==> config.mk <==
export PLATFORM = sky130hd
export DESIGN_NAME = ibh_baud_hold
export DESIGN_NICKNAME = d
export VERILOG_FILES = /design/src/ibh_pkg.sv /design/src/ibh_baud_hold.sv
export VERILOG_INCLUDE_DIRS = /design/src
export SDC_FILE = /design/constraint.sdc
export NUM_CORES = 1
export LEC_CHECK = 0
export ABC_CLOCK_PERIOD_IN_PS = 3750
export BUFFER_PORTS_ARGS = -buffer_cell sky130_fd_sc_hd__buf_4
export CORE_MARGIN = 4
export CORE_UTILIZATION = 55
export CTS_CLUSTER_DIAMETER = 200
export DETAILED_ROUTE_END_ITERATION = 6
export PLACE_DENSITY = 0.78
export SLEW_MARGIN = 25
export SYNTH_ARGS = -nofsm -noshare
export SYNTH_HDL_FRONTEND = slang
export SYNTH_SLANG_ARGS = --single-unit
export TNS_END_PERCENT = 100
==> constraint.sdc <==
create_clock -name clk -period 3.75 [get_ports clk]
set_input_delay 0.75 -clock clk [delete_from_list [all_inputs] [get_ports clk]]
set_output_delay 0.75 -clock clk [all_outputs]
set_load 0.05 [all_outputs]
==> src/ibh_consts.svh <==
/*
 * Constants of the two-wire bus baud, hold and own-address block.
 * Assumes a 20 MHz bus clock and inclusion by ibh_pkg and the block itself.
 */
`ifndef IBH_CONSTS_SVH
`define IBH_CONSTS_SVH

////////////////////////////////////////////////////////////////////////////////
// register select codes on the register port
`define IBH_SEL_OWN_ADDR 1'h0
`define IBH_SEL_DIVIDER 1'h1

// reset values
`define IBH_OWN_ADDR_RST 8'h00
`define IBH_DIVIDER_RST 8'h00

// field layout of clock_divider_select
`define IBH_RATE_MULTIPLIER_SEL_HI 7
`define IBH_RATE_MULTIPLIER_SEL_LO 6
`define IBH_ICR_HI 5
`define IBH_ICR_LO 0

// field layout of own_slave_address; bit 0 is reserved and reads zero
`define IBH_ADDR_HI 7
`define IBH_ADDR_LO 1
`define IBH_ADDR_RSVD 1'h0
`define IBH_OWN_FIELD_RST 7'h00

// multiplier codes and the factor minus one that the prescaler counts to
`define IBH_MUL_X1 2'h0
`define IBH_MUL_X2 2'h1
`define IBH_MUL_X4 2'h2
`define IBH_PRE_X1 2'h0
`define IBH_PRE_X2 2'h1
`define IBH_PRE_X4 2'h3

// counter widths and small constants
`define IBH_CNT_W 12
`define IBH_CNT_ONE 12'h001
`define IBH_CNT_ZERO 12'h000
`define IBH_PRE_ONE 2'h1

// lookup entry slices: divider, data hold, start hold, stop hold
`define IBH_LUT_DIV 43:32
`define IBH_LUT_SDA 31:22
`define IBH_LUT_STA 21:11
`define IBH_LUT_STO 10:0

`endif

==> src/ibh_pkg.sv <==
/*
 * Types of the two-wire bus baud, hold and own-address block.
 * Assumes ibh_consts.svh is on the include path.
 */
package ibh_pkg;
`include "ibh_consts.svh"

   typedef enum logic [2:0] {
      IBH_IDLE      = 3'b000,
      IBH_START     = 3'b001,
      IBH_LOW_HOLD  = 3'b010,
      IBH_LOW_REST  = 3'b011,
      IBH_HIGH      = 3'b100,
      IBH_STOP_HOLD = 3'b101
   } ibh_state_type;

endpackage

==> src/ibh_baud_hold.sv <==
/*
 * Own-address compare, rate lookup and master clock/start/stop timing.
 * Assumes open-drain pads (oe high pulls low) and an outer byte shifter.
 */
`timescale 1ns/100ps
`include "ibh_consts.svh"

module ibh_baud_hold import ibh_pkg::*; (
   input wire logic clk,
   input wire logic rst_b,
   input wire logic regWrEn,
   input wire logic regSel,
   input wire logic [7:0] regWrData,
   output logic [7:0] regRdData,
   input wire logic moduleEnable,
   input wire logic masterMode,
   input wire logic txBit,
   input wire logic [7:0] rxAddrByte,
   input wire logic rxAddrValid,
   output logic addrMatch,
   output logic bitDone,
   output logic rxBit,
   output logic busIdle,
   input wire logic sclIn,
   output logic sclOut,
   output logic sclOe,
   input wire logic sdaIn,
   output logic sdaOut,
   output logic sdaOe
);

   ////////////////////////////////////////////////////////////////////////////
   // divider and hold lookup, one entry per rate code
   function automatic logic [43:0] rateEntry(input logic [5:0] code);
      logic [43:0] t;
      case (code)
         6'h01: t = {12'h016, 10'h007, 11'h007, 11'h00C};
         6'h02: t = {12'h018, 10'h008, 11'h008, 11'h00D};
         6'h03: t = {12'h01A, 10'h008, 11'h009, 11'h00E};
         6'h04: t = {12'h01C, 10'h009, 11'h00A, 11'h00F};
         6'h05: t = {12'h01E, 10'h009, 11'h00B, 11'h010};
         6'h06: t = {12'h022, 10'h00A, 11'h00D, 11'h012};
         6'h07: t = {12'h028, 10'h00A, 11'h010, 11'h015};
         6'h08: t = {12'h01C, 10'h007, 11'h00A, 11'h00F};
         6'h09: t = {12'h020, 10'h007, 11'h00C, 11'h011};
         6'h0A: t = {12'h024, 10'h009, 11'h00E, 11'h013};
         6'h0B: t = {12'h028, 10'h009, 11'h010, 11'h015};
         6'h0C: t = {12'h02C, 10'h00B, 11'h012, 11'h017};
         6'h0D: t = {12'h030, 10'h00B, 11'h014, 11'h019};
         6'h0E: t = {12'h038, 10'h00D, 11'h018, 11'h01D};
         6'h0F: t = {12'h044, 10'h00D, 11'h01E, 11'h023};
         6'h10: t = {12'h030, 10'h009, 11'h012, 11'h019};
         6'h11: t = {12'h038, 10'h009, 11'h016, 11'h01D};
         6'h12: t = {12'h040, 10'h00D, 11'h01A, 11'h021};
         6'h13: t = {12'h048, 10'h00D, 11'h01E, 11'h025};
         6'h14: t = {12'h050, 10'h011, 11'h022, 11'h029};
         6'h15: t = {12'h058, 10'h011, 11'h026, 11'h02D};
         6'h16: t = {12'h068, 10'h015, 11'h02E, 11'h035};
         6'h17: t = {12'h080, 10'h015, 11'h03A, 11'h041};
         6'h18: t = {12'h050, 10'h009, 11'h026, 11'h029};
         6'h19: t = {12'h060, 10'h009, 11'h02E, 11'h031};
         6'h1A: t = {12'h070, 10'h011, 11'h036, 11'h039};
         6'h1B: t = {12'h080, 10'h011, 11'h03E, 11'h041};
         6'h1C: t = {12'h090, 10'h019, 11'h046, 11'h049};
         6'h1D: t = {12'h0A0, 10'h019, 11'h04E, 11'h051};
         6'h1E: t = {12'h0C0, 10'h021, 11'h05E, 11'h061};
         6'h1F: t = {12'h0F0, 10'h021, 11'h076, 11'h079};
         6'h20: t = {12'h0A0, 10'h011, 11'h04E, 11'h051};
         6'h21: t = {12'h0C0, 10'h011, 11'h05E, 11'h061};
         6'h22: t = {12'h0E0, 10'h021, 11'h06E, 11'h071};
         6'h23: t = {12'h100, 10'h021, 11'h07E, 11'h081};
         6'h24: t = {12'h120, 10'h031, 11'h08E, 11'h091};
         6'h25: t = {12'h140, 10'h031, 11'h09E, 11'h0A1};
         6'h26: t = {12'h180, 10'h041, 11'h0BE, 11'h0C1};
         6'h27: t = {12'h1E0, 10'h041, 11'h0EE, 11'h0F1};
         6'h28: t = {12'h140, 10'h021, 11'h09E, 11'h0A1};
         6'h29: t = {12'h180, 10'h021, 11'h0BE, 11'h0C1};
         6'h2A: t = {12'h1C0, 10'h041, 11'h0DE, 11'h0E1};
         6'h2B: t = {12'h200, 10'h041, 11'h0FE, 11'h101};
         6'h2C: t = {12'h240, 10'h061, 11'h11E, 11'h121};
         6'h2D: t = {12'h280, 10'h061, 11'h13E, 11'h141};
         6'h2E: t = {12'h300, 10'h081, 11'h17E, 11'h181};
         6'h2F: t = {12'h3C0, 10'h081, 11'h1DE, 11'h1E1};
         6'h30: t = {12'h280, 10'h041, 11'h13E, 11'h141};
         6'h31: t = {12'h300, 10'h041, 11'h17E, 11'h181};
         6'h32: t = {12'h380, 10'h081, 11'h1BE, 11'h1C1};
         6'h33: t = {12'h400, 10'h081, 11'h1FE, 11'h201};
         6'h34: t = {12'h480, 10'h0C1, 11'h23E, 11'h241};
         6'h35: t = {12'h500, 10'h0C1, 11'h27E, 11'h281};
         6'h36: t = {12'h600, 10'h101, 11'h2FE, 11'h301};
         6'h37: t = {12'h780, 10'h101, 11'h3BE, 11'h3C1};
         6'h38: t = {12'h500, 10'h081, 11'h27E, 11'h281};
         6'h39: t = {12'h600, 10'h081, 11'h2FE, 11'h301};
         6'h3A: t = {12'h700, 10'h101, 11'h37E, 11'h381};
         6'h3B: t = {12'h800, 10'h101, 11'h3FE, 11'h401};
         6'h3C: t = {12'h900, 10'h181, 11'h47E, 11'h481};
         6'h3D: t = {12'hA00, 10'h181, 11'h4FE, 11'h501};
         6'h3E: t = {12'hC00, 10'h201, 11'h5FE, 11'h601};
         6'h3F: t = {12'hF00, 10'h201, 11'h77E, 11'h781};
         default: t = {12'h014, 10'h007, 11'h006, 11'h00B};
      endcase
      return t;
   endfunction

   ////////////////////////////////////////////////////////////////////////////
   // register file
   logic [6:0] ownAddr_ff, nxt_ownAddr;
   logic [7:0] divSel_ff, nxt_divSel, regRdData_ff, nxt_regRdData;
   logic addrMatch_ff, nxt_addrMatch;
   always_comb begin
      nxt_ownAddr = ownAddr_ff;
      nxt_divSel = divSel_ff;
      if (regWrEn && regSel == `IBH_SEL_OWN_ADDR) begin
         nxt_ownAddr = regWrData[`IBH_ADDR_HI:`IBH_ADDR_LO];
      end else if (regWrEn && regSel == `IBH_SEL_DIVIDER) begin
         nxt_divSel = regWrData;
      end
      nxt_regRdData = (regSel == `IBH_SEL_OWN_ADDR) ? {nxt_ownAddr, `IBH_ADDR_RSVD} : nxt_divSel;
      nxt_addrMatch = rxAddrValid ? (rxAddrByte[`IBH_ADDR_HI:`IBH_ADDR_LO] == ownAddr_ff) : addrMatch_ff;
   end
   always_ff @(posedge clk or negedge rst_b) begin
      if (!rst_b) begin
         ownAddr_ff <= `IBH_OWN_FIELD_RST;
         divSel_ff <= `IBH_DIVIDER_RST;
         regRdData_ff <= `IBH_OWN_ADDR_RST;
         addrMatch_ff <= 1'b0;
      end else begin
         ownAddr_ff <= nxt_ownAddr;
         divSel_ff <= nxt_divSel;
         regRdData_ff <= nxt_regRdData;
         addrMatch_ff <= nxt_addrMatch;
      end
   end

   ////////////////////////////////////////////////////////////////////////////
   // pin synchronisers: a change counts once stages two and three agree
   logic [2:0] sclSync_ff, sdaSync_ff;
   logic sclLvl_ff, sdaLvl_ff, nxt_sclLvl, nxt_sdaLvl;
   always_comb begin
      nxt_sclLvl = (sclSync_ff[1] == sclSync_ff[2]) ? sclSync_ff[2] : sclLvl_ff;
      nxt_sdaLvl = (sdaSync_ff[1] == sdaSync_ff[2]) ? sdaSync_ff[2] : sdaLvl_ff;
   end
   always_ff @(posedge clk or negedge rst_b) begin
      if (!rst_b) begin
         sclSync_ff <= 3'h7;
         sdaSync_ff <= 3'h7;
         sclLvl_ff <= 1'b1;
         sdaLvl_ff <= 1'b1;
      end else begin
         sclSync_ff <= {sclSync_ff[1:0], sclIn};
         sdaSync_ff <= {sdaSync_ff[1:0], sdaIn};
         sclLvl_ff <= nxt_sclLvl;
         sdaLvl_ff <= nxt_sdaLvl;
      end
   end

   ////////////////////////////////////////////////////////////////////////////
   // master timing engine
   ibh_state_type state_ff, nxt_state;
   logic [7:0] actSel_ff, nxt_actSel;
   logic [1:0] pre_ff, nxt_pre, preTop;
   logic [`IBH_CNT_W-1:0] cnt_ff, nxt_cnt, halfDiv;
   logic stopPend_ff, nxt_stopPend, sclOe_ff, nxt_sclOe, sdaOe_ff, nxt_sdaOe, zeroOut_ff;
   logic bitDone_ff, nxt_bitDone, rxBit_ff, nxt_rxBit, busIdle_ff, nxt_busIdle, tick;
   logic [43:0] ent;
   always_comb begin
      ent = rateEntry(actSel_ff[`IBH_ICR_HI:`IBH_ICR_LO]);
      halfDiv = ent[`IBH_LUT_DIV] >> 1;
      // reserved multiplier code falls back to factor one
      preTop = (actSel_ff[`IBH_RATE_MULTIPLIER_SEL_HI:`IBH_RATE_MULTIPLIER_SEL_LO] == `IBH_MUL_X2) ? `IBH_PRE_X2 :
         (actSel_ff[`IBH_RATE_MULTIPLIER_SEL_HI:`IBH_RATE_MULTIPLIER_SEL_LO] == `IBH_MUL_X4) ? `IBH_PRE_X4 : `IBH_PRE_X1;
      tick = (pre_ff == preTop);
      nxt_pre = tick ? 2'h0 : pre_ff + `IBH_PRE_ONE;
      nxt_state = state_ff;
      nxt_actSel = actSel_ff;
      nxt_cnt = tick ? cnt_ff + `IBH_CNT_ONE : cnt_ff;
      nxt_stopPend = stopPend_ff;
      nxt_sclOe = sclOe_ff;
      nxt_sdaOe = sdaOe_ff;
      nxt_bitDone = 1'b0;
      nxt_rxBit = rxBit_ff;
      nxt_busIdle = sclLvl_ff && sdaLvl_ff && state_ff == IBH_IDLE;
      case (state_ff)
         IBH_IDLE: begin
            nxt_actSel = divSel_ff;
            nxt_cnt = `IBH_CNT_ZERO;
            nxt_pre = 2'h0;
            if (moduleEnable && masterMode && sclLvl_ff && sdaLvl_ff) begin
               nxt_sdaOe = 1'b1;
               nxt_state = IBH_START;
            end
         end
         IBH_START: begin
            if (tick && nxt_cnt == {1'h0, ent[`IBH_LUT_STA]}) begin
               nxt_sclOe = 1'b1;
               nxt_cnt = `IBH_CNT_ZERO;
               nxt_state = IBH_LOW_HOLD;
            end
         end
         IBH_LOW_HOLD: begin
            if (tick && nxt_cnt == {2'h0, ent[`IBH_LUT_SDA]}) begin
               nxt_stopPend = !masterMode;
               nxt_sdaOe = masterMode ? !txBit : 1'b1;
               nxt_state = IBH_LOW_REST;
            end
         end
         IBH_LOW_REST: begin
            if (tick && nxt_cnt >= halfDiv) begin
               nxt_sclOe = 1'b0;
               nxt_cnt = `IBH_CNT_ZERO;
               nxt_state = IBH_HIGH;
            end
         end
         IBH_HIGH: begin
            // another party stretching the clock holds the high count at zero
            if (!sclLvl_ff || stopPend_ff) begin
               nxt_cnt = `IBH_CNT_ZERO;
               nxt_pre = 2'h0;
               nxt_state = sclLvl_ff ? IBH_STOP_HOLD : IBH_HIGH;
            end else if (tick && nxt_cnt == halfDiv) begin
               nxt_sclOe = 1'b1;
               nxt_rxBit = sdaLvl_ff;
               nxt_bitDone = 1'b1;
               nxt_actSel = divSel_ff;
               nxt_cnt = `IBH_CNT_ZERO;
               nxt_state = IBH_LOW_HOLD;
            end
         end
         IBH_STOP_HOLD: begin
            if (tick && nxt_cnt == {1'h0, ent[`IBH_LUT_STO]}) begin
               nxt_sdaOe = 1'b0;
               nxt_state = IBH_IDLE;
            end
         end
         default: nxt_state = IBH_IDLE;
      endcase
      if (!moduleEnable) begin
         nxt_state = IBH_IDLE;
         nxt_sclOe = 1'b0;
         nxt_sdaOe = 1'b0;
      end
   end
   always_ff @(posedge clk or negedge rst_b) begin
      if (!rst_b) begin
         state_ff <= IBH_IDLE;
         actSel_ff <= `IBH_DIVIDER_RST;
         pre_ff <= 2'h0;
         cnt_ff <= `IBH_CNT_ZERO;
         stopPend_ff <= 1'b0;
         sclOe_ff <= 1'b0;
         sdaOe_ff <= 1'b0;
         bitDone_ff <= 1'b0;
         rxBit_ff <= 1'b1;
         busIdle_ff <= 1'b1;
         zeroOut_ff <= 1'b0;
      end else begin
         state_ff <= nxt_state;
         actSel_ff <= nxt_actSel;
         pre_ff <= nxt_pre;
         cnt_ff <= nxt_cnt;
         stopPend_ff <= nxt_stopPend;
         sclOe_ff <= nxt_sclOe;
         sdaOe_ff <= nxt_sdaOe;
         bitDone_ff <= nxt_bitDone;
         rxBit_ff <= nxt_rxBit;
         busIdle_ff <= nxt_busIdle;
         zeroOut_ff <= 1'b0;
      end
   end

   ////////////////////////////////////////////////////////////////////////////
   // outputs; open-drain lines only ever drive low
   assign regRdData = regRdData_ff;
   assign addrMatch = addrMatch_ff;
   assign bitDone = bitDone_ff;
   assign rxBit = rxBit_ff;
   assign busIdle = busIdle_ff;
   assign sclOe = sclOe_ff;
   assign sdaOe = sdaOe_ff;
   assign sclOut = zeroOut_ff;
   assign sdaOut = zeroOut_ff;

endmodule

# [Word-level counts from Yosys, hierarchy flattened]
# Memory sizes are Yosys's and may differ from the RTL's.
# Index checks and enable logic that the tools add are counted.
[word_totals] reg_bits=63 memories=1 romBits=2752 out_inout_bits=16 inputBits=26
[op_classes] reduce_logical=24 n_lt_le_gt_ge=1 bitwise=2 eq_ne=27 mux=43 n_addsub=2
[mem_list] memory="(name not given)" words=64 width=43 read_ports=1 rd_ports_with_merged_regs=0 write_ports=0 line="ibh_baud_hold.sv:36" source="case (code)"
[ops] operator="$mux W12" n=5
[ops] operator="$pmux W12 S4" n=1
[ops] operator="$mux W8" n=5
[ops] operator="$eq A12 B11 Y1" n=3
[ops] operator="$mux W3" n=8
[ops] operator="$ne A3 B3 Y1 const B" n=6
[ops] operator="$pmux W3 S6" n=1
[ops] operator="$pmux W8 S2" n=1
[ops] operator="$mux W1" n=14
[ops] operator="$add A12 B1 Y12 const B" n=1
[ops] operator="$eq A12 B10 Y1" n=1
[ops] operator="$ge A12 B11 Y1" n=1
[ops] operator="$logic_and A1 B1 Y1" n=12
[ops] operator="$mux W2" n=4
[ops] operator="$ne A4 B1 Y1 const B" n=2
[ops] operator="$eq A7 B7 Y1" n=1
[ops] operator="$mux W7" n=1
[ops] operator="$eq A3 B2 Y1 const B" n=2
[ops] operator="$eq A3 B3 Y1 const B" n=2
[ops] operator="$pmux W1 S3" n=2
[ops] operator="$reduce_and A3 Y1" n=2
[ops] operator="$reduce_and A6 Y1" n=1
[ops] operator="$reduce_and A5 Y1" n=1
[ops] operator="$ne A2 B2 Y1 const B" n=2
[ops] operator="16 further kinds" n=20

# [Depth between registers and ports, before layout]
[depth] ltp_word=11 ltp_mapped=20

# [Worst setup path before layout]
# OpenSTA, ideal clock, no wires.
[synth_timing] path_kind="register to register" startpoint="reg actSel_ff[1]" endpoint="reg cnt_ff[2]" t_required_ns=3.610 synth_period_minus_slack_ns=4.002 path_slack_ns=-0.252 path_stages_with_launch=17 arrival_ns=3.862 n_path_buf=3 setup_ns=0.140 cell_sequence="dfrtp_1 > clkbuf_1 > inv_1 > ha_1 > clkbuf_1 > mux2_2 > mux2i_1 > nor2_1 > or3_1 > ha_1 > nand3_1 > nor4_2 > nor2b_1 > or2_2 > nor3_1 > buf_2 > nor3_1"
[synth_between] elab_chain_cells=6 word_cells_on_any_way=12 classes_between="order compare (1); eq/ne (2); mux (5); reduce/logical (3); memory (1)"
[synth_lines] element="start, declared" line="ibh_baud_hold.sv:160" source="logic [7:0] actSel_ff, nxt_actSel;"
[synth_lines] element="start signal, assigned" line="ibh_baud_hold.sv:246" source="actSel_ff <= `IBH_DIVIDER_RST;"
[synth_lines] element="start signal, assigned" line="ibh_baud_hold.sv:258" source="actSel_ff <= nxt_actSel;"
[synth_lines] element="$mem_v2 Z64 W43 (*)"
[synth_lines] element="branches (longest 4 deep; another with $ge A12 B11 Y1)"
[synth_lines] element="$pmux W12 S4 (*)" line="ibh_baud_hold.sv:183" source="case (state_ff)"
[synth_lines] element="via nxt_cnt[2]" line="ibh_baud_hold.sv:162" source="logic [`IBH_CNT_W-1:0] cnt_ff, nxt_cnt, halfDiv;"
[synth_lines] element="end signal, assigned" line="ibh_baud_hold.sv:248" source="cnt_ff <= `IBH_CNT_ZERO;"
[synth_lines] element="end signal, assigned" line="ibh_baud_hold.sv:260" source="cnt_ff <= nxt_cnt;"
[synth_lines] element="end, declared" line="ibh_baud_hold.sv:162"
# Mark *: on every way through the listed nets, which the timed path passes.
# A chain may end at the register's enable or synchronous reset.

# [Final worst setup path]
[layout_timing] startpoint="reg actSel_ff[7]" endpoint="reg cnt_ff[11]"
[layout_between] elab_chain_cells=10 word_cells_on_any_way=17 classes_between="order compare (1); eq/ne (5); mux (8); reduce/logical (3)"
[layout_lines] element="$eq A2 B2 Y1 (no line)"
[layout_lines] element="$mux W2 (no line)"
[layout_lines] element="$mux W2 (no line) (*)"
[layout_lines] element="$eq A2 B2 Y1 (*)" line="ibh_baud_hold.sv:172" source="tick = (pre_ff == preTop);"
[layout_lines] element="branches (longest 5 deep; another with $ge A12 B11 Y1)"
[layout_lines] element="$pmux W12 S4 (*)" line="ibh_baud_hold.sv:183"
[layout_lines] element="via nxt_cnt[11]" line="ibh_baud_hold.sv:162"
# Marked as above.

==> reports/results.txt <==
DRT antenna net count: 0
cells on worst reg2reg path: 18
power density over the cells: 918.7 mW/mm^2
synthesized flop and latch total: 63
leading area contributor after synthesis: dfrtp_1
CTS root buffer: clkbuf_8
first-pass GRT wire length: 20840 um
synthesized instance count: 514
die width: 100.4 um
Lkg Pwr: 2.584 nW
outcome: completed
CTS HTree Levels: 3
vias: 4339
Syn-to-layout area delta: 24.89%
min cycle time layout: 3.569 ns
vias in the first global route: 4320
GRT Util Overall: 26.42%
Detail Placement HPWL: 9333 um
Core Region: 0.008258 sq mm
Data arrival, critical path: 3.80 ns
Vias/cell: 6.163
TritonCTS buffer count: 9
share of layout cells above drive strength 1: 32.55%
worst-path fanout max: 6
Rows: 33
Slew Limit Fails: 0
Synth async-reset ratio: 100.0%
Setup Crit Path Kind: reg2reg
commonest non-fill, non-tap cell in the layout: buf_4
port bufs: 38
Initial Util: 56.86%
CP Depth: 18
Mapped Area: 0.004696 sq mm
most frequent CP cell: buf_4
Max rail drop VDD: 0.4952 mV
Total Power: 0.005387 W
initial antenna violation count: 0
Post-synth EDFFs: 0
maximum clock rate: 280.2 MHz
Seq/Total Area, Yosys: 33.84%
commonest non-fill, non-tap cells in the layout: buf_4 (95), dfrtp_1 (49), nand2_1 (47)
worst hold path depth: 0
Final Hold Fails: 0
drt pass-1 iters: 5
drt total wl: 12900 um
ranking of synthesized cells by area: dfrtp_1 (28%), mux2_2 (6.7%), ha_1 (6.1%)
MaxCap Viol Count: 0
Final Wtd Congestion: 0.9636
worst rel slew slack: 45.73%
worst hold path type: reg2reg
largest net degree at the start of global routing: 64
Crit path largest cell delay: 0.42 ns
n_diodes: 0
DRC errors left: 0
Routed wire per std cell: 18.33 um
die height: 100.4 um
Nets: 643
GRT overflow: 0
final cell count without fillers: 704
Worst setup EP type: flop
latest clock arrival within the worst-skew pair: 0.36 ns
DR iter-0 viols: 395
fin worst setup slack: 0.1808 ns
DP Cell Count: 682
synth warn: 0
Worst-path clk slew: 0.08 ns
Critical Path RT: 3.98 ns
Worst setup SP type: flop
Sink Count: 63
Longest Clk Path Bufs: 2
worst path bufs/invs: 5
Clock Skews: 0.01635 ns
CTS tree: done
post-synth cell types: 74
period utilization: 95.18%
die area: 0.01008 sq mm
# IOs: 42
worst path cell trace: ha_4, buf_4, xor2_2, nand2_2, buf_4, mux2i_4, inv_1, ha_1, a21o_1, a21oi_1, o21ai_0, o21ai_1, a31o_2, or2_4, buf_4, nor3_4, buf_6, nor3_1
Setup Viol. Count Final: 0
CP max stage cell: dfrtp_1
Setup WS pre-CTS: -0.2013 ns
Crit path max-delay family: buffers and inverters
Primary FF master, synth: dfrtp_1
Mapped Avg Cell Area: 9.136 sq um
Slew @ Worst Pin: 0.8039 ns
Hold Buf Count CTS: 0
top cell type's share of synthesized area: 28.24%
-- state kept, by name, indices dropped and copies added (netlist names), 2 cells and up --
register,cells
actSel_ff,8
cnt_ff,12
divSel_ff,8
ownAddr_ff,7
pre_ff,2
regRdData,8
sclSync_ff,3
sdaSync_ff,3
state_ff,3
-- per-stage QoR --
stage	instance area [sq um]	hold WS (ns)	TNS, ns	utilization (%)
after floorplan	4721	0.3452	0	-
after global placement	5419	0.3495	-0.7044	65.62
after detailed placement	5419	0.3473	-2.100	65.62
after CTS	5659	0.3632	0	68.53
after global routing	5864	0.3649	-0.08648	71.02
final	5864	0.3613	0	71.02
-- layout make-up --
type	count	area [sq um]
multi-input cells	400	3080
fillers	616	2394
flip-flops and latches	63	1594
repair buffers	99	775.7
well taps	105	131.4
clock buffers	9	123.9
clock inverters	7	80.08
inverters	21	78.83
-- worst register-to-register path, stage by stage, from the launching register on --
cell	delay, ns
dfrtp_1	0.42
ha_4	0.29
buf_4	0.15
xor2_2	0.15
nand2_2	0.12
buf_4	0.20
mux2i_4	0.29
inv_1	0.09
ha_1	0.31
a21o_1	0.11
a21oi_1	0.06
o21ai_0	0.14
o21ai_1	0.10
a31o_2	0.26
or2_4	0.24
buf_4	0.16
nor3_4	0.17
buf_6	0.16
nor3_1	0.05
-- repair_timing --
action / in CTS / in global routing
setup buffers: 1 / 4
pin swaps: 1 / 10
setup endpoints to repair: 13 / 24
resized for setup: 5 / 29
gates cloned: 0 / 1
-- metal layers --
| layer | track usage (%) | part of all wire (%) | wire (um) | vias to the layer above |
|---|---|---|---|---|
| met5 | 0 | 0 | 0 | - |
| met4 | 10.57 | 2.3 | 295 | 0 |
| met3 | 4.448 | 7.0 | 901 | 30 |
| met2 | 43.53 | 50 | 6403 | 184 |
| met1 | 34.63 | 41 | 5302 | 2112 |
| li1 | - | - | - | 2013 |
-- final timing paths --
path / to / slack, ns / from
max in group asynchronous: actSel_ff[3] / 2.71 / rst_b
setup reg to reg: cnt_ff[11] / 0.18 / actSel_ff[7]
setup / recovery: cnt_ff[11] / 0.18 / actSel_ff[7]
hold / removal: sclSync_ff[1] / 0.36 / sclSync_ff[0]
min in group asynchronous: stopPend_ff / 0.48 / rst_b
hold reg to reg: sclSync_ff[1] / 0.36 / sclSync_ff[0]
-- power by group --
| part | leakage (nW) | switching (W) | internal [W] |
|---|---|---|---|
| Sequential | 0.765 | 0.000218 | 0.000824 |
| Combinational | 1.72 | 0.00210 | 0.00161 |
| Clock | 0.102 | 0.000321 | 0.000316 |
-- cells in the mapped netlist (all sizes together), types with 12 or more instances --
cell type and count:
a21oi 23, buf 16, clkbuf 15, dfrtp 53, ha 23, inv 21
mux2 28, nand2 48, nand3 19, nor2 28, nor3 29, nor4 12
o21ai 26, xnor2 30
-- logic make-up after synthesis --
family                     count (synthesis)  share of synthesized area, %
AOI/OAI and AO/OA                        109                         16.12
other                                      1                       0.07986
and+or+nand+nor                          185                         20.81
buffers and inverters                     52                         4.583
muxes                                     36                         8.686
DFF                                       63                         33.84
xor gates and xnor gates                  43                         9.326
adders and majority gates                 25                         6.555
Power figures use the tool's default switching activity.
